[config.mk]
export PLATFORM = sky130hd
export DESIGN_NAME = qhd_port
export DESIGN_NICKNAME = d
export VERILOG_FILES = /design/src/pkg/qhd_pkg.sv /design/src/hw/qhd_port.sv /design/src/hw/qhd_byte_mask.sv /design/src/hw/qhd_rx_mem.sv
export SDC_FILE = /design/constraint.sdc
export NUM_CORES = 1
export LEC_CHECK = 0
export ABC_AREA = 1
export BUFFER_PORTS_ARGS = -buffer_cell sky130_fd_sc_hd__buf_2
export CORE_AREA = 2 2 225 227
export CTS_CLUSTER_DIAMETER = 120
export DETAILED_ROUTE_END_ITERATION = 12
export DIE_AREA = 0 0 227 229
export PLACE_DENSITY_LB_ADDON = 0.25
export SKIP_LAST_GASP = 1
export SYNTH_ARGS = -nofsm -noshare
export SYNTH_HDL_FRONTEND = slang
export SYNTH_SLANG_ARGS = --single-unit
[constraint.sdc]
create_clock -name clk_in -period 3.6 [get_ports clk_in]
set_input_delay 0.72 -clock clk_in [delete_from_list [all_inputs] [get_ports clk_in]]
set_output_delay 0.72 -clock clk_in [all_outputs]
set_load 0.05 [all_outputs]
[src/pkg/qhd_pkg.sv]
/*
 * Shared constants and carrier types for the queue host data port.
 * Assumes a single 50 MHz host bus clock and a synchronous active-high reset.
 */
package qhd_pkg;

	localparam int unsigned ADDR_W = 10;
	localparam int unsigned DATA_W = 32;

	localparam logic [ADDR_W-1:0] OFF_PKT_SIZE  = 10'h004;
	localparam logic [ADDR_W-1:0] OFF_TX_SETUP  = 10'h008;
	localparam logic [ADDR_W-1:0] OFF_TX_DATA   = 10'h00c;
	localparam logic [ADDR_W-1:0] OFF_RX_DATA   = 10'h010;
	localparam logic [ADDR_W-1:0] OFF_BLK_PTRS  = 10'h018;
	localparam logic [ADDR_W-1:0] OFF_RX_STATUS = 10'h104;

	localparam int unsigned SIZE_LSB    = 0;
	localparam int unsigned SIZE_W      = 16;
	localparam int unsigned ENDIAN_BIT  = 24;
	localparam int unsigned START_LSB   = 18;
	localparam int unsigned END_LSB     = 16;
	localparam int unsigned COUNT_LSB   = 0;
	localparam int unsigned COUNT_W     = 14;
	localparam int unsigned LAST_LSB    = 16;
	localparam int unsigned FIRST_LSB   = 0;
	localparam int unsigned PTR_W       = 7;
	localparam int unsigned DONE_BIT    = 31;

	localparam logic [DATA_W-1:0] REG_RESET = 32'h0000_0000;
	localparam logic [PTR_W-1:0]  PTR_RESET = 7'h00;

	localparam int unsigned RX_DEPTH = 16;
	localparam int unsigned RX_AW    = 4;

	typedef struct packed {
		logic              cs;
		logic              wr;
		logic              rd;
		logic [ADDR_W-1:0] addr;
		logic [DATA_W-1:0] wdata;
	} qhd_host_req_t;

	typedef struct packed {
		logic              valid;
		logic [DATA_W-1:0] data;
		logic [3:0]        byte_en;
		logic              last;
		logic              big_endian;
	} qhd_qwr_t;

endpackage

[src/hw/qhd_port.sv]
/*
 * Queue host data port: packet size, transmit setup, transmit data into the
 * queue, receive data out of it, block pointers and receive done status.
 * Assumes one host request per cycle on a synchronous pseudo-SRAM style bus.
 */
// Behaviour
// - Holds 16-bit packet byte size, read/write.
// - Byte-order bit picks MSB-first or LSB-first.
// - Start offset drops first-word bytes while counting.
// - End offset drops last-word bytes at zero.
// - End offset stays until host clears it.
// - Remaining size under four overrides end offset.
// - Countdown decrements per write, then holds zero.
// - Transmit data writes append words to queue.
// - Receive data reads shift queue; check status.
// - First and last block pointers, reset zero.
// - Done bit shows packet finished entering.
`timescale 1ns/1ps
module qhd_port
	import qhd_pkg::*;
(
	input  wire logic                  clk_in,
	input  wire logic                  srst_in,
	input  wire qhd_pkg::qhd_host_req_t host_req_in,
	output logic      [31:0]           host_rdata_out,
	output logic                       host_rvalid_out,
	output qhd_pkg::qhd_qwr_t          qwr_out,
	input  wire logic                  rx_wr_in,
	input  wire logic [31:0]           rx_data_in,
	input  wire logic                  rx_done_in,
	output logic                       rx_full_out
);
	import qhd_pkg::*;

	logic [SIZE_W-1:0]  size_reg, size_next;
	logic               endian_reg, endian_next;
	logic [1:0]         start_reg, start_next;
	logic [1:0]         end_reg, end_next;
	logic [COUNT_W-1:0] count_reg, count_next;
	logic [15:0]        remain_reg, remain_next;
	logic [PTR_W-1:0]   first_reg, first_next;
	logic [PTR_W-1:0]   last_reg, last_next;
	logic               done_reg, done_next;
	logic [31:0]        rdata_next;
	logic               rvalid_next;
	qhd_qwr_t           qwr_next;

	logic               wr_acc, rd_acc;
	logic               wr_size, wr_setup, wr_data, wr_ptrs, rd_rx;
	logic               counting;
	logic [3:0]         byte_en;
	logic [2:0]         kept;
	logic [31:0]        rx_word;
	logic               rx_empty;

	assign wr_acc   = host_req_in.cs && host_req_in.wr;
	assign rd_acc   = host_req_in.cs && host_req_in.rd;
	assign wr_size  = wr_acc && (host_req_in.addr == OFF_PKT_SIZE);
	assign wr_setup = wr_acc && (host_req_in.addr == OFF_TX_SETUP);
	assign wr_data  = wr_acc && (host_req_in.addr == OFF_TX_DATA);
	assign wr_ptrs  = wr_acc && (host_req_in.addr == OFF_BLK_PTRS);
	assign rd_rx    = rd_acc && (host_req_in.addr == OFF_RX_DATA);
	assign counting = (count_reg != '0);

	// Offsets are gated here so the mask module stays a pure lane mapper.
	qhd_byte_mask u_mask (
		.start_off_in  (counting ? start_reg : 2'b00),
		.end_off_in    (counting ? 2'b00 : end_reg),
		.remain_in     (remain_reg),
		.big_endian_in (endian_reg),
		.byte_en_out   (byte_en),
		.kept_out      (kept)
	);

	qhd_rx_mem u_rx (
		.clk_in      (clk_in),
		.srst_in     (srst_in),
		.wr_en_in    (rx_wr_in),
		.wr_data_in  (rx_data_in),
		.rd_en_in    (rd_rx),
		.rd_data_out (rx_word),
		.empty_out   (rx_empty),
		.full_out    (rx_full_out)
	);

	always_comb begin
		size_next   = size_reg;
		endian_next = endian_reg;
		start_next  = start_reg;
		end_next    = end_reg;
		count_next  = count_reg;
		remain_next = remain_reg;
		first_next  = first_reg;
		last_next   = last_reg;
		qwr_next    = '0;
		if (wr_size) begin
			size_next = host_req_in.wdata[SIZE_LSB +: SIZE_W];
		end
		if (wr_setup) begin
			endian_next = host_req_in.wdata[ENDIAN_BIT];
			start_next  = host_req_in.wdata[START_LSB +: 2];
			end_next    = host_req_in.wdata[END_LSB +: 2];
			count_next  = host_req_in.wdata[COUNT_LSB +: COUNT_W];
			// The remainder restarts from the size, which must already be set.
			remain_next = size_reg;
		end
		if (wr_data) begin
			qwr_next.valid      = 1'b1;
			qwr_next.data       = host_req_in.wdata;
			qwr_next.byte_en    = byte_en;
			qwr_next.last       = !counting;
			qwr_next.big_endian = endian_reg;
			remain_next = 16'(remain_reg - {13'h0000, kept});
			if (counting) begin
				count_next = COUNT_W'(count_reg - 1'b1);
				start_next = 2'b00;
			end
			// At zero the countdown and end offset are simply kept.
		end
		if (wr_ptrs) begin
			last_next  = host_req_in.wdata[LAST_LSB +: PTR_W];
			first_next = host_req_in.wdata[FIRST_LSB +: PTR_W];
		end
		// A new done event wins over the clear caused by draining.
		if (rx_done_in) begin
			done_next = 1'b1;
		end else if (rx_empty) begin
			done_next = 1'b0;
		end else begin
			done_next = done_reg;
		end
	end

	always_comb begin
		rvalid_next = rd_acc;
		rdata_next  = REG_RESET;
		if (rd_acc) begin
			unique case (host_req_in.addr)
				OFF_PKT_SIZE: rdata_next = {16'h0000, size_reg};
				OFF_TX_SETUP: rdata_next = {7'h00, endian_reg, 4'h0, start_reg, end_reg,
					2'b00, count_reg};
				OFF_RX_DATA:  rdata_next = rx_word;
				OFF_BLK_PTRS: rdata_next = {9'h000, last_reg, 9'h000, first_reg};
				OFF_RX_STATUS: rdata_next = {done_reg, 31'h0000_0000};
				default:      rdata_next = REG_RESET;
			endcase
		end
	end

	always_ff @(posedge clk_in) begin
		if (srst_in) begin
			size_reg        <= '0;
			endian_reg      <= 1'b0;
			start_reg       <= 2'b00;
			end_reg         <= 2'b00;
			count_reg       <= '0;
			remain_reg      <= '0;
			first_reg       <= PTR_RESET;
			last_reg        <= PTR_RESET;
			done_reg        <= 1'b0;
			host_rdata_out  <= REG_RESET;
			host_rvalid_out <= 1'b0;
			qwr_out         <= '0;
		end else begin
			size_reg        <= size_next;
			endian_reg      <= endian_next;
			start_reg       <= start_next;
			end_reg         <= end_next;
			count_reg       <= count_next;
			remain_reg      <= remain_next;
			first_reg       <= first_next;
			last_reg        <= last_next;
			done_reg        <= done_next;
			host_rdata_out  <= rdata_next;
			host_rvalid_out <= rvalid_next;
			qwr_out         <= qwr_next;
		end
	end
endmodule // qhd_port

[src/hw/qhd_byte_mask.sv]
/*
 * Byte keep mask for one word written to the queue.
 * Assumes offsets are already gated by the caller with the countdown state.
 */
`timescale 1ns/1ps
module qhd_byte_mask (
	input  wire logic [1:0]  start_off_in,
	input  wire logic [1:0]  end_off_in,
	input  wire logic [15:0] remain_in,
	input  wire logic        big_endian_in,
	output logic      [3:0]  byte_en_out,
	output logic      [2:0]  kept_out
);
	logic [2:0] end_n;
	logic [3:0] keep_ord;

	always_comb begin
		// A short remainder decides the tail in place of the end offset.
		if (remain_in < 16'h0004) begin
			end_n = 3'(3'd4 - remain_in[2:0]);
		end else begin
			end_n = {1'b0, end_off_in};
		end
		kept_out = 3'd0;
		for (int i = 0; i < 4; i++) begin
			keep_ord[i] = (i >= int'(start_off_in)) && (i < 4 - int'(end_n));
			kept_out = 3'(kept_out + {2'b00, keep_ord[i]});
		end
		for (int i = 0; i < 4; i++) begin
			byte_en_out[i] = big_endian_in ? keep_ord[3-i] : keep_ord[i];
		end
	end
endmodule // qhd_byte_mask

[src/hw/qhd_rx_mem.sv]
/*
 * Small receive word store, shifted out one word per pop.
 * Assumes the writer stops on full; read data lags a new head by one cycle.
 */
`timescale 1ns/1ps
module qhd_rx_mem
	import qhd_pkg::*;
(
	input  wire logic                       clk_in,
	input  wire logic                       srst_in,
	input  wire logic                       wr_en_in,
	input  wire logic [qhd_pkg::DATA_W-1:0] wr_data_in,
	input  wire logic                       rd_en_in,
	output logic      [qhd_pkg::DATA_W-1:0] rd_data_out,
	output logic                            empty_out,
	output logic                            full_out
);
	import qhd_pkg::*;

	logic [DATA_W-1:0] mem [RX_DEPTH];
	logic [RX_AW-1:0]  wptr_reg, wptr_next, rptr_reg, rptr_next;
	logic [RX_AW:0]    cnt_reg, cnt_next;
	logic              do_wr, do_rd;
	logic              empty_next, full_next;

	always_comb begin
		do_wr     = wr_en_in && !full_out;
		do_rd     = rd_en_in && !empty_out;
		wptr_next = do_wr ? RX_AW'(wptr_reg + 1'b1) : wptr_reg;
		rptr_next = do_rd ? RX_AW'(rptr_reg + 1'b1) : rptr_reg;
		cnt_next  = (RX_AW+1)'(cnt_reg + {{RX_AW{1'b0}}, do_wr} - {{RX_AW{1'b0}}, do_rd});
		empty_next = (cnt_next == '0);
		full_next  = (cnt_next == (RX_AW+1)'(RX_DEPTH));
	end

	always_ff @(posedge clk_in) begin
		if (do_wr) begin
			mem[wptr_reg] <= wr_data_in;
		end
		// Registered read keeps the read path off the host bus timing.
		rd_data_out <= mem[rptr_reg];
		if (srst_in) begin
			wptr_reg  <= '0;
			rptr_reg  <= '0;
			cnt_reg   <= '0;
			empty_out <= 1'b1;
			full_out  <= 1'b0;
		end else begin
			wptr_reg  <= wptr_next;
			rptr_reg  <= rptr_next;
			cnt_reg   <= cnt_next;
			empty_out <= empty_next;
			full_out  <= full_next;
		end
	end
endmodule // qhd_rx_mem

# Word-level counts from Yosys, hierarchy flattened
# Memories as Yosys holds them, arrays and structs flattened. A register that Yosys moved wholly into a read port is not among the register bits.
# Index checks and enable logic that the tools add are counted.
# classes
add_sub_neg	11
n_mul	0
n_div	0
n_lt_le_gt_ge	8
n_eq_ne	7
n_shift	0
n_mux	21
bitwise	2
n_reduce_logical	21
# op_table
cell	n
$pmux 32 s5	1
$lt 3x32->1 const A	2
$mux 14	3
$mux 39	1
$lt 1x32->1 const A	1
$lt 2x32->1 const A	1
$mux 16	2
$eq 10x4->1 const B	2
$eq 10x5->1 const B	2
$lt 16x3->1 const B	1
$sub 16x3->16	1
$reduce_bool 14->1	1
$sub 14x1->14 const B	1
$logic_and 1x1->1	12
$eq 10x3->1 const B	1
$eq 10x9->1 const B	1
$mux 2	5
$add 4x1->4 const B	2
$mux 1	8
$add 3x1->3	2
$add 5x1->5	1
$eq 5x5->1 const B	1
$logic_not 5->1	1
$sub 5x1->5	1
10 further kinds	16
# totals
regBits	153
latchBits	0
ram_bits	512
rom_bits	0
inputBits	81
mem_count	1
# mem_list
memory	depth	width	read_ports	rd_clocked_by_memory_dff	write_ports	line	rtl
u_rx.mem	16	32	1	1	1	qhd_rx_mem.sv:20	logic [DATA_W-1:0] mem [RX_DEPTH];

# Depth between registers and ports, before layout
# depth
ltp_word	11
mapped_depth	30
ltp_nobuf	30

# By module
# A second synthesis with hierarchy kept.
# unflattened
hier_cells	3061
area_unflattened_um2	29728.5
# by_module_without_submodules
mod	instances	cells_per_inst	area_per_inst_um2	seq_area_each_um2
qhd_rx_mem	1	2160	23145.9	16315.6
qhd_port	1	840	6172.2	2762.6
qhd_byte_mask	1	61	410.4	0.0

# Worst setup path after synthesis
# OpenSTA, ideal clock, no wires.
# synth_path
kind	register to register
from	register remain_reg[12]
to	register remain_reg[14]
setup_ps	132
arrival_time_ps	3721
required_time_ps	3468
slack_ps	-253
stages_incl_launch_ff	28
cell_sequence	dfxtp_1 -> nor2_1 -> nand3_1 -> nor2_1 -> nand2_1 -> nand2_1 -> nand2_1 -> ha_1 -> nand3b_1 -> nand3_1 -> inv_1 -> ha_1 -> inv_1 -> fa_1 -> inv_1 -> ha_1 -> inv_1 -> fa_1 -> nand2_1 -> nand2_1 -> inv_1 -> nand2_1 -> nor2_1 -> nand2_1 -> xor2_1 -> nand2_1 -> nand2_1 -> a21oi_1
# synth_via
elab_chain_len	10
word_cells_on_any_way	15
classes_between	add/sub (5); order compare (5); mux (2); reduce/logical (3)
# synth_rtl
element	line	rtl
from (decl)	qhd_port.sv:40	logic [15:0] remain_reg, remain_next;
from (signal assigned)	qhd_port.sv:170	remain_reg <= remain_next;
$lt 16x3->1	qhd_byte_mask.sv:19	if (remain_in < 16'h0004) begin
$mux 3	qhd_byte_mask.sv:19	
$sub 3x3->4	qhd_byte_mask.sv:26	keep_ord[i] = (i >= int'(start_off_in)) && (i < 4 - int'(end_n));
$lt 1x32->1 / $lt 2x32->1 (equally long branches)	qhd_byte_mask.sv:26	
$logic_and 1x1->1	qhd_byte_mask.sv:26	
$add 1x1->2	qhd_byte_mask.sv:27	kept_out = 3'(kept_out + {2'b00, keep_ord[i]});
$add 3x1->3 (2 in series)	qhd_byte_mask.sv:27	
$sub 16x3->16 (*)	qhd_port.sv:113	remain_next = 16'(remain_reg - {13'h0000, kept});
$mux 16 (*)	qhd_port.sv:107	if (wr_data) begin
# Every way passes the cells marked *; elsewhere a longest branch is shown, timed or not.
# A chain may end at the register's enable or synchronous reset.

# Final worst setup path
# layout_path
from	register count_reg[13]
to	register qwr_out[4] (netlist bit)
# layout_via
elab_chain_len	7
word_cells_on_any_way	12
classes_between	add/sub (1); order compare (4); mux (4); reduce/logical (3)
# layout_rtl
element	line	rtl
from (decl)	qhd_port.sv:39	logic [COUNT_W-1:0] count_reg, count_next;
from (signal assigned)	qhd_port.sv:169	count_reg <= count_next;
$reduce_bool 14->1 (*)	qhd_port.sv:63	assign counting = (count_reg != '0);
$mux 2	qhd_port.sv:68	.end_off_in (counting ? 2'b00 : end_reg),
$mux 3	qhd_byte_mask.sv:19	
$sub 3x3->4	qhd_byte_mask.sv:26	
$lt 3x32->1 / $lt 2x32->1 (equally long branches)	qhd_byte_mask.sv:26	
$logic_and 1x1->1	qhd_byte_mask.sv:26	
$mux 1 (*)	qhd_byte_mask.sv:30	byte_en_out[i] = big_endian_in ? keep_ord[3-i] : keep_ord[i];
to (signal assigned)	qhd_port.sv:176	qwr_out <= qwr_next;
to (decl)	qhd_port.sv:27	output qhd_pkg::qhd_qwr_t qwr_out,
# Marked as above.

==> results.py <==
metrics = {
    "detailed_routing": {
        "firstDrtPassIters": 5,
        "vias": 19600,
        "wl_per_cell_um": 22.4,
        "vias_per_cell": 5.87,
        "drtAntennaViolNets": 0,
        "routed_wl_um": 74800,
        "drt_iter0_drc": 2097,
        "drc": 0,
    },
    "cells_and_area": {
        "layout_commonest_cell": "edfxtp_1",
        "largest_reg_flops": 512,
        "area_delta_synth_final_pct": 19.5,
        "post-route-util_pct": 65.2,
        "nets": 2715,
        "top_register": "u_rx.mem",
        "drive_gt1_share_pct": 20.7,
        "final_cell_mix": "edfxtp_1 (512), nand2_1 (311), nor2_1 (246)",
        "stdcell_count": 3340,
        "top_regs": "u_rx.mem x512, qwr_out x39",
    },
    "worst_setup_path": {
        "setup.worst_path.end_class": "register",
        "critPathArrivalTime_ps": 4300,
        "critPathSlowestCell": "dfxtp_1",
        "cp_top_family": "buffers and inverters",
        "required_ps": 4130,
        "path_class": "reg -> reg",
        "crit_buf_inv": 18,
        "crit_top_cell": "buf_4",
        "max_stage_delay_ps": 320,
        "path_max_fanout": 3,
        "cp-start-kind": "register",
    },
    "grt": {
        "grt_first_pass_wirelength_um": 112000,
        "track_usage_pct": 28.7,
        "grt_overflow_total": 0,
        "antenna_found_initial": 6,
        "grt_start_max_net_pins": 172,
        "grt_pass1_vias": 18900,
    },
    "outcome": {
        "violations": "negative setup slack",
        "outcome": "finished, violations left",
    },
    "die": {
        "start_util_pct": 54.5,
        "io_pins": 154,
        "die_w_um": 227,
        "die-height_um": 229,
        "fp.coreArea_mm2": 0.0497,
        "die_area_mm2": 0.0520,
        "rows": 82,
    },
    "synth": {
        "syn_area_mm2": 0.0271,
        "ys_warn_count": 0,
        "synth_edf_count": 512,
        "synth_area_per_cell_um2": 11.5,
        "synthesis.nets": 2453,
        "syn_inst": 2350,
        "ys.flop_type": "edfxtp_1",
        "ys_seq_area_share_pct": 70.4,
        "synthTopCellsByArea": "edfxtp_1 (57%), dfxtp_1 (14%), nand2_1 (4.6%)",
        "synth_top_area_share_pct": 56.8,
        "synth_seq_cells": 697,
        "synth_top_area_cell": "edfxtp_1",
        "synth.distinct_cells": 43,
        "async_reset_ff_share_pct": 0,
    },
    "cts": {
        "htreeDepth": 3,
        "numClockSinks": 697,
        "tritoncts": "yes",
        "hold_buffers": 0,
        "cts_buffers": 71,
        "cts.clk_slew.worst_paths_ps": 60,
        "clockRootBuffer": "clkbuf_16",
        "clockBufferDepth": 3,
        "clock_latency_ps": 600,
    },
    "power": {
        "p_per_area_mw_per_mm2": 534,
        "p_leak_nw": 12.3,
        "finalPower_mw": 17.3,
        "ir_drop_mv": 0.493,
    },
    "placed_design": {
        "gp_congestion": 0.926,
        "dpl.cell_count": 3175,
        "port-buffer-count": 153,
        "dpl.hpwl_um": 44300,
    },
    "run": {
        "maxCapViolCount": 0,
    },
    "sta": {
        "clock.fmax_mhz": 265,
        "setup_viol": 14,
        "worst_slack_ps": -169,
        "finalMaxSlewViolations": 0,
        "slew_headroom_pct": 35.4,
        "period_share_pct": 105,
        "setup-tns-final_ps": -1500,
        "grt_setup_unrepaired": "yes",
        "final_hold_viol_count": 0,
        "fin_worst_skew_ps": 15.0,
        "hold_ws_ps": 335,
        "worst_slew_pin_slew_ps": 966,
        "finalCriticalPeriod_ps": 3770,
    },
    "worst_hold_path": {
        "hold_path.class": "in -> reg",
    },
}
-- Yosys cell counts, types with 7 or more instances --
library cell / count
o221ai_1: 21
nand3_1: 104
xor2_1: 15
o22ai_1: 51
o221a_2: 11
o21ai_0: 233
dfxtp_1: 185
ha_1: 19
nor3_1: 12
a21oi_1: 141
o21ai_1: 18
o211ai_1: 16
inv_1: 156
a221oi_1: 40
nor2_1: 280
a211oi_1: 12
nand4_1: 21
buf_2: 34
edfxtp_1: 512
nand2_1: 329
inv_2: 7
clkbuf_1: 88
-- through the flow --
| step | setup slack [ps] | area [um^2] |
|---|---|---|
| finish | -169 | 32400 |
| global route | -312 | 32400 |
| CTS | -126 | 32200 |
| detailed placement | -330 | 29400 |
| global placement | -305 | 29400 |
| floorplan | -70.4 | 27100 |
-- per-layer routing --
layer  routed length, um  up-vias  global-route usage (%)  part of all wire [%]
li1                    -     8870                       -                     -
met1               30500     9576                    39.5                    41
met2               35200      995                    46.1                    47
met3                6600      168                    4.22                   8.8
met4                2460        6                    11.4                   3.3
met5                  44        -                       0                 0.059
-- report_power, final --
| group | total (mW) | internal, mW | leakage, nW | switching, mW |
|---|---|---|---|---|
| registers | 9.03 | 8.93 | 6.13 | 0.0998 |
| clock network | 7.34 | 4.37 | 1.15 | 2.97 |
| logic | 0.905 | 0.263 | 5.02 | 0.643 |
-- worst reg2reg max path, delay by kind of cell (launching register included) --
kind / cells / cell delay [ps]
buffers and inverters: 18 / 2100
and+or+nand+nor: 9 / 990
DFF: 1 / 320
adders and majority gates: 1 / 180
AOI/OAI and AO/OA: 1 / 110
-- layout make-up --
| class | instances | area [um^2] |
|---|---|---|
| clock inverter | 26 | 269 |
| multi-input combinational | 1359 | 7310 |
| inverter | 167 | 632 |
| timing repair buffer | 316 | 2140 |
| tap | 672 | 841 |
| sequential | 697 | 19100 |
| fill | 3783 | 17300 |
| antenna | 2 | 5.00 |
| clock buffer | 101 | 2070 |
-- path summary, 6_finish.rpt --
check                                    start                            end  slack (ps)  depth (start not counted)
setup / recovery      count_reg[13]$_SDFF_PP0_          qwr_out[4]$_SDFF_PP0_        -170                         29
hold / removal                 host_req_in[30]         qwr_out[36]$_SDFF_PP0_         330                          3
setup reg to reg      count_reg[13]$_SDFF_PP0_          qwr_out[4]$_SDFF_PP0_        -170                         29
hold reg to reg   u_rx.rd_data_out[23]$_DFF_P_  host_rdata_out[23]$_SDFF_PP0_         440                          2
-- timing repair --
item / 4_1_cts / 5_1_grt
setup endpoints to repair: 15 / 17
buffers inserted: 31 / 8
resized for setup: 59 / 34
pin swaps: 32 / 38
-- kinds of logic (layout without fill, tap and decap cells) --
logic type	count (synthesis)	count (layout)	synth area share [%]
buffers and inverters	294	610	4.26
DFF	697	697	70.4
AOI/OAI and AO/OA	551	551	11.8
xor gates and xnor gates	16	16	0.517
and+or+nand+nor	770	770	11.8
adders and majority gates	22	22	1.10
other	0	2	0
(Power assumes the default switching activity.)
